`src/inc/ext_bus_params.svh`:
```
// Constants for the external memory bus strobe block
`ifndef EXT_BUS_PARAMS_SVH
`define EXT_BUS_PARAMS_SVH
`define BUS_RESET_VEC_LO 16'h0000
`define BUS_RESET_VEC_HI 16'h0001
`define BUS_T_STROBE_NS  50
`define BUS_STROBE_CYC   ((`BUS_T_STROBE_NS + 49) / 50)
`endif

```
`src/inc/ext_bus_pkg.sv`:
```
// Types for the external memory bus strobe block
package ext_bus_pkg;
   typedef enum logic [2:0] {
      ST_IDLE, ST_ADDR, ST_HOLD, ST_DATA, ST_END
   } bus_state_e;
   typedef struct packed {
      logic        write;
      logic        data_space;
      logic        internal;
      logic [15:0] addr;
      logic [7:0]  wdata;
   } bus_req_s;
   typedef struct packed {
      logic [7:0] p0_out;
      logic [7:0] p0_oe_n;
      logic [7:0] p1_out;
      logic [7:0] p1_oe_n;
      logic [7:0] p6_out;
      logic [7:0] p6_oe_n;
   } bus_pins_s;
endpackage

```
`src/rtl/ext_bus_strobes.sv`:
```
// External memory bus master: strobes, direction, multiplexed ports
`timescale 1ns/1ps
`include "ext_bus_params.svh"

// Functional notes
// [RL1] One low address strobe pulse per cycle
// [RL2] Address, direction, space valid at strobe rise
// [RL3] Software float of strobes, direction, ports
// [RL4] Data strobe times port 0 data
// [RL5] Write data valid by strobe fall
// [RL6] Memory drives read data before strobe rise
// [RL7] Internal cycles keep data strobe high
// [RL8] Direction low only for external writes
// [RL9] Direction floats with ports 0,1,6
// [RL10] Fetch reset vector from locations 0,1
// [RL11] Ports 0,1,6: data, high, low address
// [RL12] Data strobe only after address strobe ends
module ext_bus_strobes
   import ext_bus_pkg::*;
(
   input  wire logic       clk,             // 20 MHz clock
   input  wire logic       rst_b,           // Async reset, active low
   input  wire logic       bus_float,       // Release the bus
   input  wire logic       req_valid,       // Cycle request
   input  wire bus_req_s   req,             // Cycle description
   output logic            req_ready,       // Request accepted
   output logic            rsp_valid,       // Cycle done pulse
   output logic [7:0]      rsp_rdata,       // Read data
   output logic            vec_done,        // Reset vector loaded
   output logic [15:0]     start_addr,      // Start address from vector
   output logic            address_strobe_n,// Address strobe out
   output logic            as_oe_n,         // Address strobe enable, low drives
   output logic            data_strobe_n,   // Data strobe out
   output logic            ds_oe_n,         // Data strobe enable, low drives
   output logic            rw,              // High read, low write
   output logic            rw_oe_n,         // Direction enable, low drives
   output logic            data_space,      // Data memory select
   output bus_pins_s       pins,            // Ports 0, 1, 6 drive
   input  wire logic [7:0] p0_in            // Port 0 input
);

   ////////////////////////////////////////////////////////////////////////
   localparam logic [3:0] STROBE_CYC = 4'(`BUS_STROBE_CYC);

   ////////////////////////////////////////////////////////////////////////
   // Cycle walk, one clock per step
   //   Idle: request taken, address strobe falls
   //   Idle: high address on port 1, low on 6 and 0
   //   Idle: direction and space select set here
   //   Addr: address strobe rises, all address lines stable
   //   Addr: external latch captures address on that rise
   //   Hold: port 0 turns round to write data or input
   //   Hold: data strobe falls unless cycle is internal
   //   Data: data strobe rises, port 0 sampled on every cycle
   //   End:  direction back high, response pulse registered
   // A user cycle takes four clocks plus one idle clock.
   // Limitation: strobes are whole clocks wide, one clock
   // at the nominal rate; there is no wait input, so slow
   // memories need a slower clock instead.
   // Float is only honoured in idle, so no strobe is cut
   // short and no half cycle reaches the memory.
   // Reset: strobes and direction high, enables driving,
   // port 0 floated; the vector fetch follows at once.
   // Vector: location zero gives the high start byte,
   // location one the low start byte.
   // Trade-off: the vector fetch reuses the normal read
   // path, so it costs two full cycles but no extra logic.

   bus_state_e  state_r, state_nxt;
   bus_req_s    cur_r, cur_nxt;
   logic [3:0]  cnt_r, cnt_nxt;
   logic [1:0]  vec_r, vec_nxt;       // 0,1 fetching vector, 2 done
   logic        as_r, as_nxt;
   logic        ds_r, ds_nxt;
   logic        rw_r, rw_nxt;
   logic        dsp_r, dsp_nxt;
   logic        flt_r, flt_nxt;
   logic        rdy_r, rdy_nxt;
   logic        rsp_r, rsp_nxt;
   logic [7:0]  rd_r, rd_nxt;
   logic [15:0] sa_r, sa_nxt;
   bus_pins_s   pins_r, pins_nxt;

   ////////////////////////////////////////////////////////////////////////
   // Cycle sequencer; vector fetch takes priority after reset
   always_comb begin
      state_nxt = state_r;
      cur_nxt   = cur_r;
      cnt_nxt   = cnt_r;
      vec_nxt   = vec_r;
      as_nxt    = 1'b1;
      ds_nxt    = 1'b1;
      rw_nxt    = rw_r;
      dsp_nxt   = dsp_r;
      rdy_nxt   = 1'b0;
      rsp_nxt   = 1'b0;
      rd_nxt    = rd_r;
      sa_nxt    = sa_r;
      pins_nxt  = pins_r;
      // [RL3] Float on command
      flt_nxt   = bus_float && state_r == ST_IDLE ? 1'b1 : (state_r == ST_IDLE ? 1'b0 : flt_r);
      case (state_r)
         ST_IDLE: begin
            if (!bus_float) begin
               if (vec_r != 2'd2) begin
                  // [RL10] Reset vector fetch
                  cur_nxt = '{write: 1'b0, data_space: 1'b0, internal: 1'b0,
                              addr: (vec_r == 2'd0) ? `BUS_RESET_VEC_LO : `BUS_RESET_VEC_HI,
                              wdata: 8'h00};
                  state_nxt = ST_ADDR;
               end else if (req_valid && !rdy_r) begin
                  cur_nxt   = req;
                  rdy_nxt   = 1'b1;
                  state_nxt = ST_ADDR;
               end
               if (state_nxt == ST_ADDR) begin
                  // [RL1] Single strobe pulse
                  as_nxt  = 1'b0;
                  cnt_nxt = STROBE_CYC;
                  // [RL8] Direction low for external writes
                  rw_nxt  = !((vec_r == 2'd2) && req.write && !req.internal);
                  dsp_nxt = (vec_r == 2'd2) ? req.data_space : 1'b0;
                  // [RL11] Address on ports 1, 6, 0
                  pins_nxt.p1_out  = cur_nxt.addr[15:8];
                  pins_nxt.p6_out  = cur_nxt.addr[7:0];
                  pins_nxt.p0_out  = cur_nxt.addr[7:0];
                  pins_nxt.p0_oe_n = 8'h00;
               end
            end
         end
         ST_ADDR: begin
            // Strobe held low; rises with address still stable
            if (cnt_r > 4'd1) begin
               as_nxt  = 1'b0;
               cnt_nxt = cnt_r - 4'd1;
            end else begin
               // [RL2] Address held through rise
               state_nxt = ST_HOLD;
            end
         end
         ST_HOLD: begin
            // [RL12] Gap before data strobe
            cnt_nxt = STROBE_CYC;
            state_nxt = ST_DATA;
            // [RL7] Internal cycle keeps strobe high
            ds_nxt = cur_r.internal;
            if (cur_r.write) begin
               // [RL5] Write data driven on the same edge as strobe fall
               pins_nxt.p0_out  = cur_r.wdata;
               pins_nxt.p0_oe_n = 8'h00;
            end else begin
               pins_nxt.p0_oe_n = 8'hFF;
            end
         end
         ST_DATA: begin
            if (cnt_r > 4'd1) begin
               ds_nxt  = cur_r.internal;
               cnt_nxt = cnt_r - 4'd1;
            end else begin
               // [RL4] Sample on strobe rise
               // [RL6] Memory data already valid here
               rd_nxt    = p0_in;
               state_nxt = ST_END;
            end
         end
         ST_END: begin
            rw_nxt    = 1'b1;
            state_nxt = ST_IDLE;
            if (vec_r == 2'd0) begin
               sa_nxt[15:8] = rd_r;
               vec_nxt = 2'd1;
            end else if (vec_r == 2'd1) begin
               sa_nxt[7:0] = rd_r;
               vec_nxt = 2'd2;
            end else begin
               rsp_nxt = 1'b1;
            end
         end
         default: state_nxt = ST_IDLE;
      endcase
   end

   ////////////////////////////////////////////////////////////////////////
   // Sequencer state registers
   always_ff @(posedge clk or negedge rst_b) begin
      if (!rst_b) begin
         state_r <= ST_IDLE;
         cur_r   <= '0;
         cnt_r   <= 4'h0;
         vec_r   <= 2'd0;
      end else begin
         state_r <= state_nxt;
         cur_r   <= cur_nxt;
         cnt_r   <= cnt_nxt;
         vec_r   <= vec_nxt;
      end
   end

   ////////////////////////////////////////////////////////////////////////
   // Strobe, direction and pin registers; strobes idle high from reset
   always_ff @(posedge clk or negedge rst_b) begin
      if (!rst_b) begin
         as_r    <= 1'b1;
         ds_r    <= 1'b1;
         rw_r    <= 1'b1;
         dsp_r   <= 1'b0;
         flt_r   <= 1'b0;
         pins_r  <= '{p0_out: 8'h00, p0_oe_n: 8'hFF, p1_out: 8'h00, p1_oe_n: 8'h00,
                      p6_out: 8'h00, p6_oe_n: 8'h00};
      end else begin
         as_r    <= as_nxt;
         ds_r    <= ds_nxt;
         rw_r    <= rw_nxt;
         dsp_r   <= dsp_nxt;
         flt_r   <= flt_nxt;
         pins_r  <= pins_nxt;
      end
   end

   ////////////////////////////////////////////////////////////////////////
   // Handshake, read data and start address registers
   always_ff @(posedge clk or negedge rst_b) begin
      if (!rst_b) begin
         rdy_r   <= 1'b0;
         rsp_r   <= 1'b0;
         rd_r    <= 8'h00;
         sa_r    <= 16'h0000;
      end else begin
         rdy_r   <= rdy_nxt;
         rsp_r   <= rsp_nxt;
         rd_r    <= rd_nxt;
         sa_r    <= sa_nxt;
      end
   end

   ////////////////////////////////////////////////////////////////////////
   // Output enables: float only between cycles, so no strobe is cut short
   logic       oe_n_r;
   logic [7:0] p0oe_r;
   logic       oe_n_nxt;
   logic [7:0] p0oe_nxt;
   always_comb begin
      // [RL9] Direction floats with bus
      oe_n_nxt = flt_nxt;
      p0oe_nxt = flt_nxt ? 8'hFF : pins_nxt.p0_oe_n;
   end
   always_ff @(posedge clk or negedge rst_b) begin
      if (!rst_b) begin
         oe_n_r <= 1'b0;
         p0oe_r <= 8'hFF;
      end else begin
         oe_n_r <= oe_n_nxt;
         p0oe_r <= p0oe_nxt;
      end
   end

   ////////////////////////////////////////////////////////////////////////
   // Vector done flag, kept in its own flop so the output is registered
   logic vdone_r;
   logic vdone_nxt;
   always_comb begin
      vdone_nxt = (vec_nxt == 2'd2);
   end
   always_ff @(posedge clk or negedge rst_b) begin
      if (!rst_b) begin
         vdone_r <= 1'b0;
      end else begin
         vdone_r <= vdone_nxt;
      end
   end

   ////////////////////////////////////////////////////////////////////////
   // Per-bit enables of ports 1 and 6 follow the common float flop
   logic [7:0] p1oe_w;
   logic [7:0] p6oe_w;
   for (genvar gi = 0; gi < 8; gi++) begin : g_addr_oe
      assign p1oe_w[gi] = oe_n_r;
      assign p6oe_w[gi] = oe_n_r;
   end

   ////////////////////////////////////////////////////////////////////////
   // Handshake and vector outputs
   assign req_ready        = rdy_r;
   assign rsp_valid        = rsp_r;
   assign rsp_rdata        = rd_r;
   assign vec_done         = vdone_r;
   assign start_addr       = sa_r;

   // Bus pin outputs; every enable is low while driving
   assign address_strobe_n = as_r;
   assign as_oe_n          = oe_n_r;
   assign data_strobe_n    = ds_r;
   assign ds_oe_n          = oe_n_r;
   assign rw               = rw_r;
   assign rw_oe_n          = oe_n_r;
   assign data_space       = dsp_r;
   assign pins             = '{p0_out: pins_r.p0_out, p0_oe_n: p0oe_r,
                               p1_out: pins_r.p1_out, p1_oe_n: p1oe_w,
                               p6_out: pins_r.p6_out, p6_oe_n: p6oe_w};

endmodule // ext_bus_strobes

```
`config.mk`:
```
export PLATFORM = sky130hd
export DESIGN_NAME = ext_bus_strobes
export DESIGN_NICKNAME = d
export VERILOG_FILES = /design/src/inc/ext_bus_pkg.sv /design/src/rtl/ext_bus_strobes.sv
export VERILOG_INCLUDE_DIRS = /design/src /design/src/inc
export SDC_FILE = /design/constraint.sdc
export NUM_CORES = 1
export LEC_CHECK = 0
export ABC_AREA = 1
export BUFFER_PORTS_ARGS = -buffer_cell sky130_fd_sc_hd__buf_2
export CORE_MARGIN = 2
export CORE_UTILIZATION = 51
export DETAILED_ROUTE_END_ITERATION = 8
export GPL_TIMING_DRIVEN = 1
export PLACE_DENSITY_LB_ADDON = 0.3
export SLEW_MARGIN = 5
export SYNTH_ARGS = -nofsm -noshare
export SYNTH_HDL_FRONTEND = slang
export SYNTH_SLANG_ARGS = --single-unit
```
`constraint.sdc`:
```
create_clock -name clk -period 1.76 [get_ports clk]
set_input_delay 0.088 -clock clk [delete_from_list [all_inputs] [get_ports clk]]
set_output_delay 0.088 -clock clk [all_outputs]
set_load 0.01 [all_outputs]
```
==> results of run 1 <==
through the flow:
| stage | total power [mW] | instance area (um^2) | hold slack, ps | setup WS, ps | utilization |
|---|---|---|---|---|---|
| after floorplan | 6.325 | 4138 | -207.6 | 315.6 | - |
| after global placement | 6.900 | 4516 | 101.3 | 219.0 | 0.5784 |
| after detailed placement | 7.001 | 4516 | 108.8 | 110.8 | 0.5784 |
| after CTS | 8.532 | 5017 | 0.1506 | 94.63 | 0.6426 |
| after global routing | 9.131 | 5022 | 7.298 | 27.35 | 0.6433 |
| final | 8.434 | 5022 | 9.518 | 199.8 | 0.6433 |
worst paths after layout:
kind	start	end	slack, ps
max	vec_r[0]	pins[40]	200
min in group asynchronous	rst_b	pins[31]	260
max reg2reg	vec_r[0]	pins[40]	200
max in group asynchronous	rst_b	pins_r[37]	840
min	req[13]	pins[13]	10
min reg2reg	pins[30]	pins[30]	480
final cells by class:
class,instances,area share
inverter,36,0.02940
sequential,91,0.4581
tap,102,0.02541
multi-input combinational,269,0.2556
timing repair buffer,155,0.1893
clock inverter,4,0.01121
clock buffer,12,0.03089
synth_stat cells:
library cell  number
a21oi_1            1
a21oi_2            1
a31oi_1            1
buf_2              4
buf_4             43
buf_6              6
clkinv_4           1
dfrtp_1           72
dfstp_2           19
ha_1               7
inv_1             30
inv_2              4
inv_4              1
nand2_1          167
nand2_2            7
nand2_4            3
nand3_1           25
nand3_4            1
nand4_1            1
nor2_1            12
nor2_4             1
nor2_8             2
nor3_1             1
o21ai_0           29
o21ai_1            2
o21ai_2            4
o21bai_1           1
o22ai_1            1
xnor2_1            1
xor2_1             1
per-layer routing:
metal  part of all wire  global-route usage  routed length [um]
met5                  0                   0                   0
met4              0.014             0.07246                 117
met3              0.054             0.04575                 447
met2               0.48              0.3292                3997
met1               0.45              0.2548                3765
repair_timing:
item                                    CTS  global route
hold buffers                             29             0
resized for setup                         0             3
buffers inserted                          0             0
hold endpoints to repair                 56             0
endpoints found under the setup margin    0            20
power breakdown:
part / internal [mW] / leakage [nW] / switching [mW]
registers: 3.07 / 1.13 / 0.479
logic: 1.28 / 1.56 / 2.14
clock network: 0.745 / 0.107 / 0.708
total: 5.10 / 2.80 / 3.33
cells by family (layout without fill, tap and decap cells):
family / Yosys count / count (layout) / share of synthesized area
compound gates: 40 / 40 / 0.05413
fa+ha+maj: 7 / 7 / 0.02117
xor+xnor: 2 / 2 / 0.004234
simple gates: 220 / 220 / 0.2307
flops: 91 / 91 / 0.5561
buf+inv: 89 / 207 / 0.1337
critical path, stage by stage (launching register included):
cell     delay (ps)
dfrtp_1         410
inv_1           120
ha_1            240
inv_1            50
a21oi_1         230
nor2_4          120
nand2_1         120
nand2_1          70
nand2_1          50
nand2_1          40
sequential cells by signal, summed over array words and instances, names as in the netlist, 2 cells and up:
signal,count
p0oe_r,8
start_addr,16
cur_r,10
pins,24
rsp_rdata,8
pins_r,8
vec_r,2
cnt_r,4
state_r,3
==> impl_metrics.csv, run 1 <==
group,metric,value,unit
critical_path,crit_arrival,1800,ps
floorplan,design.die.area,0.008850,mm^2
route,wl,8.328,mm
critical_path,crit_required,2000,ps
timing,fmax,640.9,MHz
placement,routabilityCongestion,0.7893,
floorplan,boundaryPins,121,
final_layout,multiInputGateArea,0.001284,mm^2
final_layout,final-seq-area,0.002301,mm^2
timing,setup_viol_count_final,0,
power_and_ir_drop,ir_worst_vdd,0.8467,mV
route,viasPerCell,4.614,
final_layout,drive_above_1_share,0.3263,
yosys,syn_inst,449,
route,drc,0,
cts,cts.sinks,91,
timing,hold_violations,0,
placement,io_buffers,120,
final_layout,fillers,658,
yosys,synthTopCellsByArea,"dfrtp_1 (44%), nand2_1 (15%), dfstp_2 (12%)",
floorplan,fp.dieW,94.08,um
cts,cts_tree,"built",
final_layout,antennaDiodeCount,0,
cts,clockBufferDepth,2,
timing,post-route-min-period,1560,ps
route,drt_pre_antenna_iters,4,
final_layout,area_growth,21.38,%
timing,finalCritPeriodShare,0.8865,
placement,hpwl,5.850,mm
placement,dp_cells,624,
yosys,syn_area,0.004138,mm^2
critical_path,crit_path_end_kind,"flip-flop",
yosys,avgSynthCellArea,9.215,um^2
global_route,grt_pass1_wl,13.57,mm
yosys,synth_area_leader_cell,"dfrtp_1",
global_route,first_global_vias,2956,
yosys,synth_cell_type_count,30,
yosys,yosys.area.top_type_share,0.4354,
cts,cts_buffers,9,
global_route,antenna_found_initial,0,
final_layout,stdcell_count,669,
route,ant_nets,0,
critical_path,cp_max_fo,6,
floorplan,coreArea,0.007807,mm^2
floorplan,row_count,32,
global_route,gr-total-overflow,0,
flow_run,maxCapViolCount,0,
route,drtIter0Drc,86,
cts,clk_latency,350,ps
yosys,syn-num-nets,495,
power_and_ir_drop,p_per_area,1679,mW/mm^2
timing,slew_viol_final,0,
hold_path,holdPathStages,3,
cts,clockRootBuffer,"clkbuf_8",
yosys,synth_seq_area_share,0.5561,
timing,relSlewSlack,0.6375,
yosys,synth-seq-cells,91,
timing,final.setup_skew,12.74,ps
timing,rsz0062_at_grt,"no",
route,vias,3087,
critical_path,worstRegToRegCells,9,
yosys,ys_warn_count,0,
critical_path,cp-start-kind,"flip-flop",
global_route,grt_start_max_net_pins,44,
final_layout,final_common_cell,"nand2_1",
hold_path,hp-class,"in2reg",
timing,worst_slew_pin_slew,543.8,ps
timing,tns,0,ps
final_layout,fin_nets,608,
cts,path_clk_slew,80,ps
floorplan,die_y,94.08,um
critical_path,path_class,"reg2reg",
cts,cts_max_level,3,
final_layout,final_cell_mix,"nand2_1 (167), buf_2 (119), dfrtp_1 (72)",
outcome,outcome,"finished clean",
floorplan,start_util,0.5300,
global_route,track_usage,0.1984,
power_and_ir_drop,leakagePower,2.801,nW
route,wl_per_cell,12.45,um
No activity file was read; power rests on OpenSTA's default activity.
==> run 2: changes to the inputs <==
ABC_AREA = 0   (was 1)
GPL_TIMING_DRIVEN = not set   (was 1)
==> run 2 against run 1 <==
  * The flow now finishes with violations (negative setup slack)
  * Sequential share of layout area is 2.0 points lower
  * Maximum frequency is 14% lower
  * Clock-buffer cell count shrank 3
  * Sequential cell count did not move
  * Global-route usage increased by 0.49 points
  * Area after synthesis fell by 1.8%
  * Register-to-register slack got worse by 250 ps
  * Sequential power fell by 2%
  * Die area is 1.7% lower
  * Critical path type unchanged
==> impl_metrics.csv, run 2 <==
group,metric,value,unit
yosys,synth-seq-cells,91,
final_layout,fin_nets,489,
timing,finalCritPeriodShare,1.029,
floorplan,boundaryPins,121,
critical_path,cp_max_fo,7,
yosys,synthFlopType,"dfrtp_1",
final_layout,fillers,538,
placement,routabilityCongestion,0.7996,
timing,worst_slew_pin_slew,431.9,ps
timing,setup_viol_count_final,8,
critical_path,cp-startpoint,"cnt_r[1]",
route,drc,0,
power_and_ir_drop,p_per_area,1618,mW/mm^2
timing,rsz0062_at_grt,"yes",
yosys,synth_cell_type_count,43,
floorplan,design.die.area,0.008701,mm^2
timing,post-route-min-period,1810,ps
final_layout,drive_above_1_share,0.5156,
global_route,grt_start_max_net_pins,35,
timing,slew_viol_final,0,
global_route,gr-total-overflow,0,
cts,cts_max_level,3,
yosys,syn_inst,311,
route,ant_nets,0,
yosys,syn-num-nets,357,
final_layout,final_core_util,0.6807,
critical_path,ff2ff_setup_slack,-50,ps
timing,worst_slack,-50.39,ps
cts,path_clk_slew,90,ps
timing,fmax,552.4,MHz
final_layout,antennaDiodeCount,0,
critical_path,worstRegToRegCells,7,
yosys,synth_seq_area_share,0.5660,
global_route,track_usage,0.2032,
hold_path,holdPathStages,2,
critical_path,crit_arrival,2050,ps
floorplan,row_count,32,
final_layout,largest_reg_flops,24,
yosys,synthTopCellsByArea,"dfrtp_1 (44%), dfstp_2 (12%), buf_4 (8.1%)",
outcome,violations,"negative setup slack",
floorplan,die_y,93.28,um
route,drt_pre_antenna_iters,4,
yosys,async_flop_share,1.000,
timing,final.setup_skew,11.60,ps
critical_path,path_class,"reg2reg",
power_and_ir_drop,finalPower,8.508,mW
cts,cts_buffers,9,
timing,relSlewSlack,0.7121,
cts,cts_tree,"built",
critical_path,crit_required,2000,ps
final_layout,area_growth,29.39,%
critical_path,cp-start-kind,"flip-flop",
placement,hpwl,5.646,mm
yosys,yosys.area.top_type_share,0.4432,
hold_path,worstHoldEndpoint,"as_oe_n",
yosys,synth_edf_count,0,
final_layout,final_cell_mix,"buf_2 (119), dfrtp_1 (71), dlygate4sd3_1 (35)",
global_route,met1_usage,0.2558,
final_layout,final_common_cell,"buf_2",
cts,cts.sinks,91,
power_and_ir_drop,ir_worst_vdd,0.8937,mV
timing,hold_violations,0,
yosys,synth_area_leader_cell,"dfrtp_1",
yosys,yosysMostFrequentCell,"dfrtp_1",
global_route,first_global_vias,2890,
route,vias,2796,
yosys,ys_warn_count,0,
placement,placed_area,0.004598,mm^2
yosys,ys_top_cells_by_count,"dfrtp_1 (72), buf_4 (44), a22o_1 (31)",
route,viasPerCell,5.084,
critical_path,r2r-end,"rsp_rdata[4]",
hold_path,hp-start,"bus_float",
global_route,busiest_layer,"met2",
power_and_ir_drop,leakagePower,2.685,nW
cts,clk_latency,360,ps
global_route,grt_pass1_wl,13.81,mm
route,wl_per_cell,15.95,um
global_route,met3_usage,0.05157,
outcome,outcome,"finished with violations",
global_route,antenna_found_initial,0,
floorplan,coreArea,0.007727,mm^2
global_route,met2_usage,0.3351,
route,wl,8.773,mm
route,drtIter0Drc,133,
floorplan,fp.dieW,93.28,um
yosys,syn_area,0.004065,mm^2
yosys,avgSynthCellArea,13.07,um^2
placement,io_buffers,120,
final_layout,final_design_area_no_fill,0.005260,mm^2
cts,clockRootBuffer,"clkbuf_8",
cts,clockBufferDepth,2,
critical_path,crit_path_end_kind,"flip-flop",
hold_path,hp-class,"in2reg",
floorplan,start_util,0.5261,
flow_run,maxCapViolCount,0,
critical_path,r2r_start,"cnt_r[1]",
## run 2: changes by cell type after synthesis, moves of 4 or more
cell,change
nand2_1,-154
a22o_1,+31
o21ai_0,-26
mux2_2,+25
inv_1,-21
nand3_1,-19
a21o_1,+18
mux2_1,+8
nand2_2,-7
inv_2,-4
o21ai_2,-4
## run 2: layout make-up
type | count | area [um^2] | area share
multi-input combinational | 152 | 1399 | 0.2659
timing repair buffer | 180 | 1215 | 0.2310
tap | 102 | 127.6 | 0.02426
sequential | 91 | 2302 | 0.4377
clock buffer | 9 | 123.9 | 0.02355
clock inverter | 7 | 58.81 | 0.01118
inverter | 9 | 33.78 | 0.006422
## run 2: how the worst max path moves through the flow
stage	end	slack, ps	cells past startpoint
after global placement	rsp_rdata[0]	-8	6
final	rsp_rdata[4]	-50	7
after CTS	cnt_r[2]	-40	6
after global routing	rsp_rdata[4]	-180	7
after detailed placement	rsp_rdata[1]	-120	6
after floorplan	pins[40]	-60	5
## run 2: kinds of logic after synthesis
group / Yosys count / synth area share
simple gates: 46 / 0.06649
flops: 91 / 0.5660
xor+xnor: 1 / 0.002155
compound gates: 63 / 0.1314
buf+inv: 68 / 0.1160
fa+ha+maj: 7 / 0.02154
mux: 35 / 0.09634
## run 2: critical path: stages (launching register included)
cell and delay (ps):
dfrtp_1 410, inv_2 100, ha_4 160, nor2_4 40
nor4b_4 400, nand3_2 140, buf_6 160, mux2_4 290
## run 2: per-stage QoR
stage                     hold slack, ps  std cells  setup WS [ps]  TNS [ps]
after floorplan                   -207.6        311         -60.92     -1085
after global placement             54.59        495         -8.228    -59.71
after detailed placement           56.83        495         -118.1    -932.0
after CTS                          53.13        548         -41.19    -234.7
after global routing               73.12        550         -175.2     -1270
final                              92.73        550         -50.39    -212.5
## run 2: power by group
group / internal, mW / switching, mW / total, mW / leakage (nW)
sequential: 3.02 / 0.468 / 3.49 / 1.13
clock: 0.535 / 0.772 / 1.31 / 0.0872
combinational: 1.81 / 1.90 / 3.71 / 1.46
## run 2: metal layers
layer	part of all wire	up-vias
met3	0.056	20
met1	0.43	1371
met2	0.49	93
met5	0	-
li1	-	1312
met4	0.025	0
## run 2: what timing repair did
item / in CTS / in global routing
setup endpoints to repair: 19 / 20
pin swaps: 2 / 5
hold buffers: 35 / 0
setup buffers: 2 / 2
gates resized for setup: 2 / 22
hold endpoints to repair: 61 / 0
==> run 3: changes to the inputs <==
PLACE_DENSITY = 0.89   (was not set)
PLACE_DENSITY_LB_ADDON = not set   (was 0.3)
==> run 3 against run 2 <==
  * Clock power up 11%
  * Clock skew up 0.90 ps
  * First-iteration DRC count fell by 13%
  * Highest routed layer unchanged
  * Global-route usage is 0.57 points higher
  * Die area is the same
  * Clock-buffer cell count did not move
  * Non-clock buffer count fell by 3
  * Sequential cell count stayed put
  * The run still ends with negative setup slack left
  * Routed wire length grew 0.85%
==> impl_metrics.csv, run 3 (same netlist as run 2, synthesis figures left out) <==
group,metric,value,unit
outcome,outcome,"finished with violations",
outcome,violations,"negative setup slack",
route,wl_met2,4.569,mm
floorplan,row_count,32,
power_and_ir_drop,leakagePower,2.695,nW
route,wl_per_cell,16.18,um
global_route,track_usage,0.2090,
hold_path,hp-class,"in2reg",
global_route,gr-total-overflow,0,
floorplan,design.die.area,0.008701,mm^2
timing,slew_viol_final,0,
final_layout,area_growth,29.18,%
final_layout,final_common_cell,"buf_2",
power_and_ir_drop,finalPower,8.678,mW
final_layout,largest_reg_flops,24,
global_route,antenna_found_initial,0,
cts,path_clk_slew,100,ps
global_route,grt_start_max_net_pins,40,
floorplan,die_y,93.28,um
critical_path,path_class,"reg2reg",
final_layout,final_cell_mix,"buf_2 (119), dfrtp_1 (72), dlygate4sd3_1 (34)",
timing,setup_viol_count_final,2,
floorplan,coreArea,0.007727,mm^2
timing,worst_slack,-3.868,ps
final_layout,fin_nets,486,
route,viasPerCell,5.110,
timing,finalCritPeriodShare,1.002,
critical_path,crit_arrival,2010,ps
route,drc,0,
placement,hpwl,5.743,mm
final_layout,final-seq-area,0.002301,mm^2
final_layout,antennaDiodeCount,0,
route,drt_pre_antenna_iters,4,
final_layout,final_design_area_no_fill,0.005251,mm^2
critical_path,slowest_stage,"or4_4",
power_and_ir_drop,ir_worst_vdd,1.075,mV
critical_path,cp-start-kind,"flip-flop",
route,dr_wl_met3,372,um
timing,hold_violations,0,
route,vias,2795,
global_route,grt_pass1_wl,14.07,mm
final_layout,fillers,558,
route,wl,8.848,mm
route,top_layer,"met4",
global_route,first_global_vias,2841,
critical_path,cp_max_fo,8,
route,drtIter0Drc,116,
floorplan,boundaryPins,121,
timing,fmax,566.9,MHz
timing,worst_slew_pin_slew,542.3,ps
critical_path,worstRegToRegCells,4,
placement,placed_area,0.004606,mm^2
cts,clockBufferDepth,2,
power_and_ir_drop,p_per_area,1653,mW/mm^2
cts,clk_latency,350,ps
final_layout,multiInputGateArea,0.001398,mm^2
timing,relSlewSlack,0.6384,
timing,post-route-min-period,1764,ps
timing,holdWs,19.57,ps
flow_run,maxCapViolCount,0,
floorplan,start_util,0.5261,
placement,routabilityCongestion,0.8051,
final_layout,drive_above_1_share,0.5191,
route,m1WireLength,3.828,mm
critical_path,crit_path_end_kind,"flip-flop",
timing,rsz0062_at_grt,"yes",
route,ant_nets,0,
hold_path,holdPathStages,2,
critical_path,path_cells,"or4_4 > a21oi_4 > a31oi_4 > mux2_4",
timing,tns,-5.242,ps
critical_path,critPathMaxStageDelay,610,ps
cts,cts_buffers,9,
cts,cts.sinks,91,
floorplan,fp.dieW,93.28,um
cts,cts_tree,"built",
cts,clockRootBuffer,"clkbuf_8",
placement,io_buffers,120,
cts,cts_max_level,3,
timing,final.setup_skew,12.50,ps
critical_path,crit_required,2000,ps
-- run 3: changes by cell type in the layout (fill, tap and decap cells not counted), moves of 2 or more --
cell | before | now
ha_4 | 3 | 1
mux2_4 | 5 | 8
mux2_1 | 4 | 0
buf_6 | 3 | 1
-- run 3: path summary, 6_finish.rpt --
| path | from | to | slack (ps) |
|---|---|---|---|
| max reg2reg | state_r[1] | pins[47] | -4 |
| min | req[24] | cur_r[24] | 20 |
| max in group asynchronous | rst_b | pins_r[32] | 870 |
| min reg2reg | pins[28] | pins[28] | 470 |
| min in group asynchronous | rst_b | pins[29] | 250 |
| max | state_r[1] | pins[47] | -4 |
-- run 3: what timing repair did --
action | in CTS | in global routing
hold endpoints to repair | 67 | 0
buffers inserted | 0 | 1
hold buffers | 34 | 0
resized for setup | 8 | 13
setup endpoints to repair | 28 | 56
pin swaps | 1 | 1
-- run 3: layout make-up --
class | instances | share of cell area
Clock inverter | 7 | 0.01620
Sequential cell | 91 | 0.4382
Inverter | 9 | 0.006433
Multi-Input combinational cell | 152 | 0.2661
Clock buffer | 9 | 0.02359
Tap cell | 102 | 0.02430
Timing Repair Buffer | 177 | 0.2252
-- run 3: where the power goes --
| group | leakage, nW | switching (mW) | total, mW | internal [mW] |
|---|---|---|---|---|
| clock | 0.103 | 0.776 | 1.46 | 0.681 |
| combinational | 1.46 | 1.89 | 3.69 | 1.81 |
| sequential | 1.13 | 0.502 | 3.53 | 3.02 |
| total | 2.69 | 3.17 | 8.68 | 5.51 |
-- run 3: stage by stage --
step | worst slack [ps] | instances | util
2_1_floorplan | -60.92 | 311 | -
3_3_place_gp | 7.974 | 496 | 0.5960
3_5_place_dp | -132.2 | 496 | 0.5960
4_1_cts | -3.798 | 546 | 0.6726
5_1_grt | -62.97 | 547 | 0.6796
6_report | -3.868 | 547 | 0.6796
-- run 3: routing by layer --
| metal | global-route usage | vias up |
|---|---|---|
| met5 | 0 | - |
| met4 | 0.07721 | 0 |
| met3 | 0.03546 | 8 |
| met2 | 0.3543 | 85 |
| met1 | 0.2696 | 1392 |
| li1 | - | 1310 |
-- run 3: worst max-delay path: cells and delay by family, from the launching register on --
family,cells,cell delay [ps]
flops,1,390
simple gates,1,610
mux,1,360
compound gates,2,300
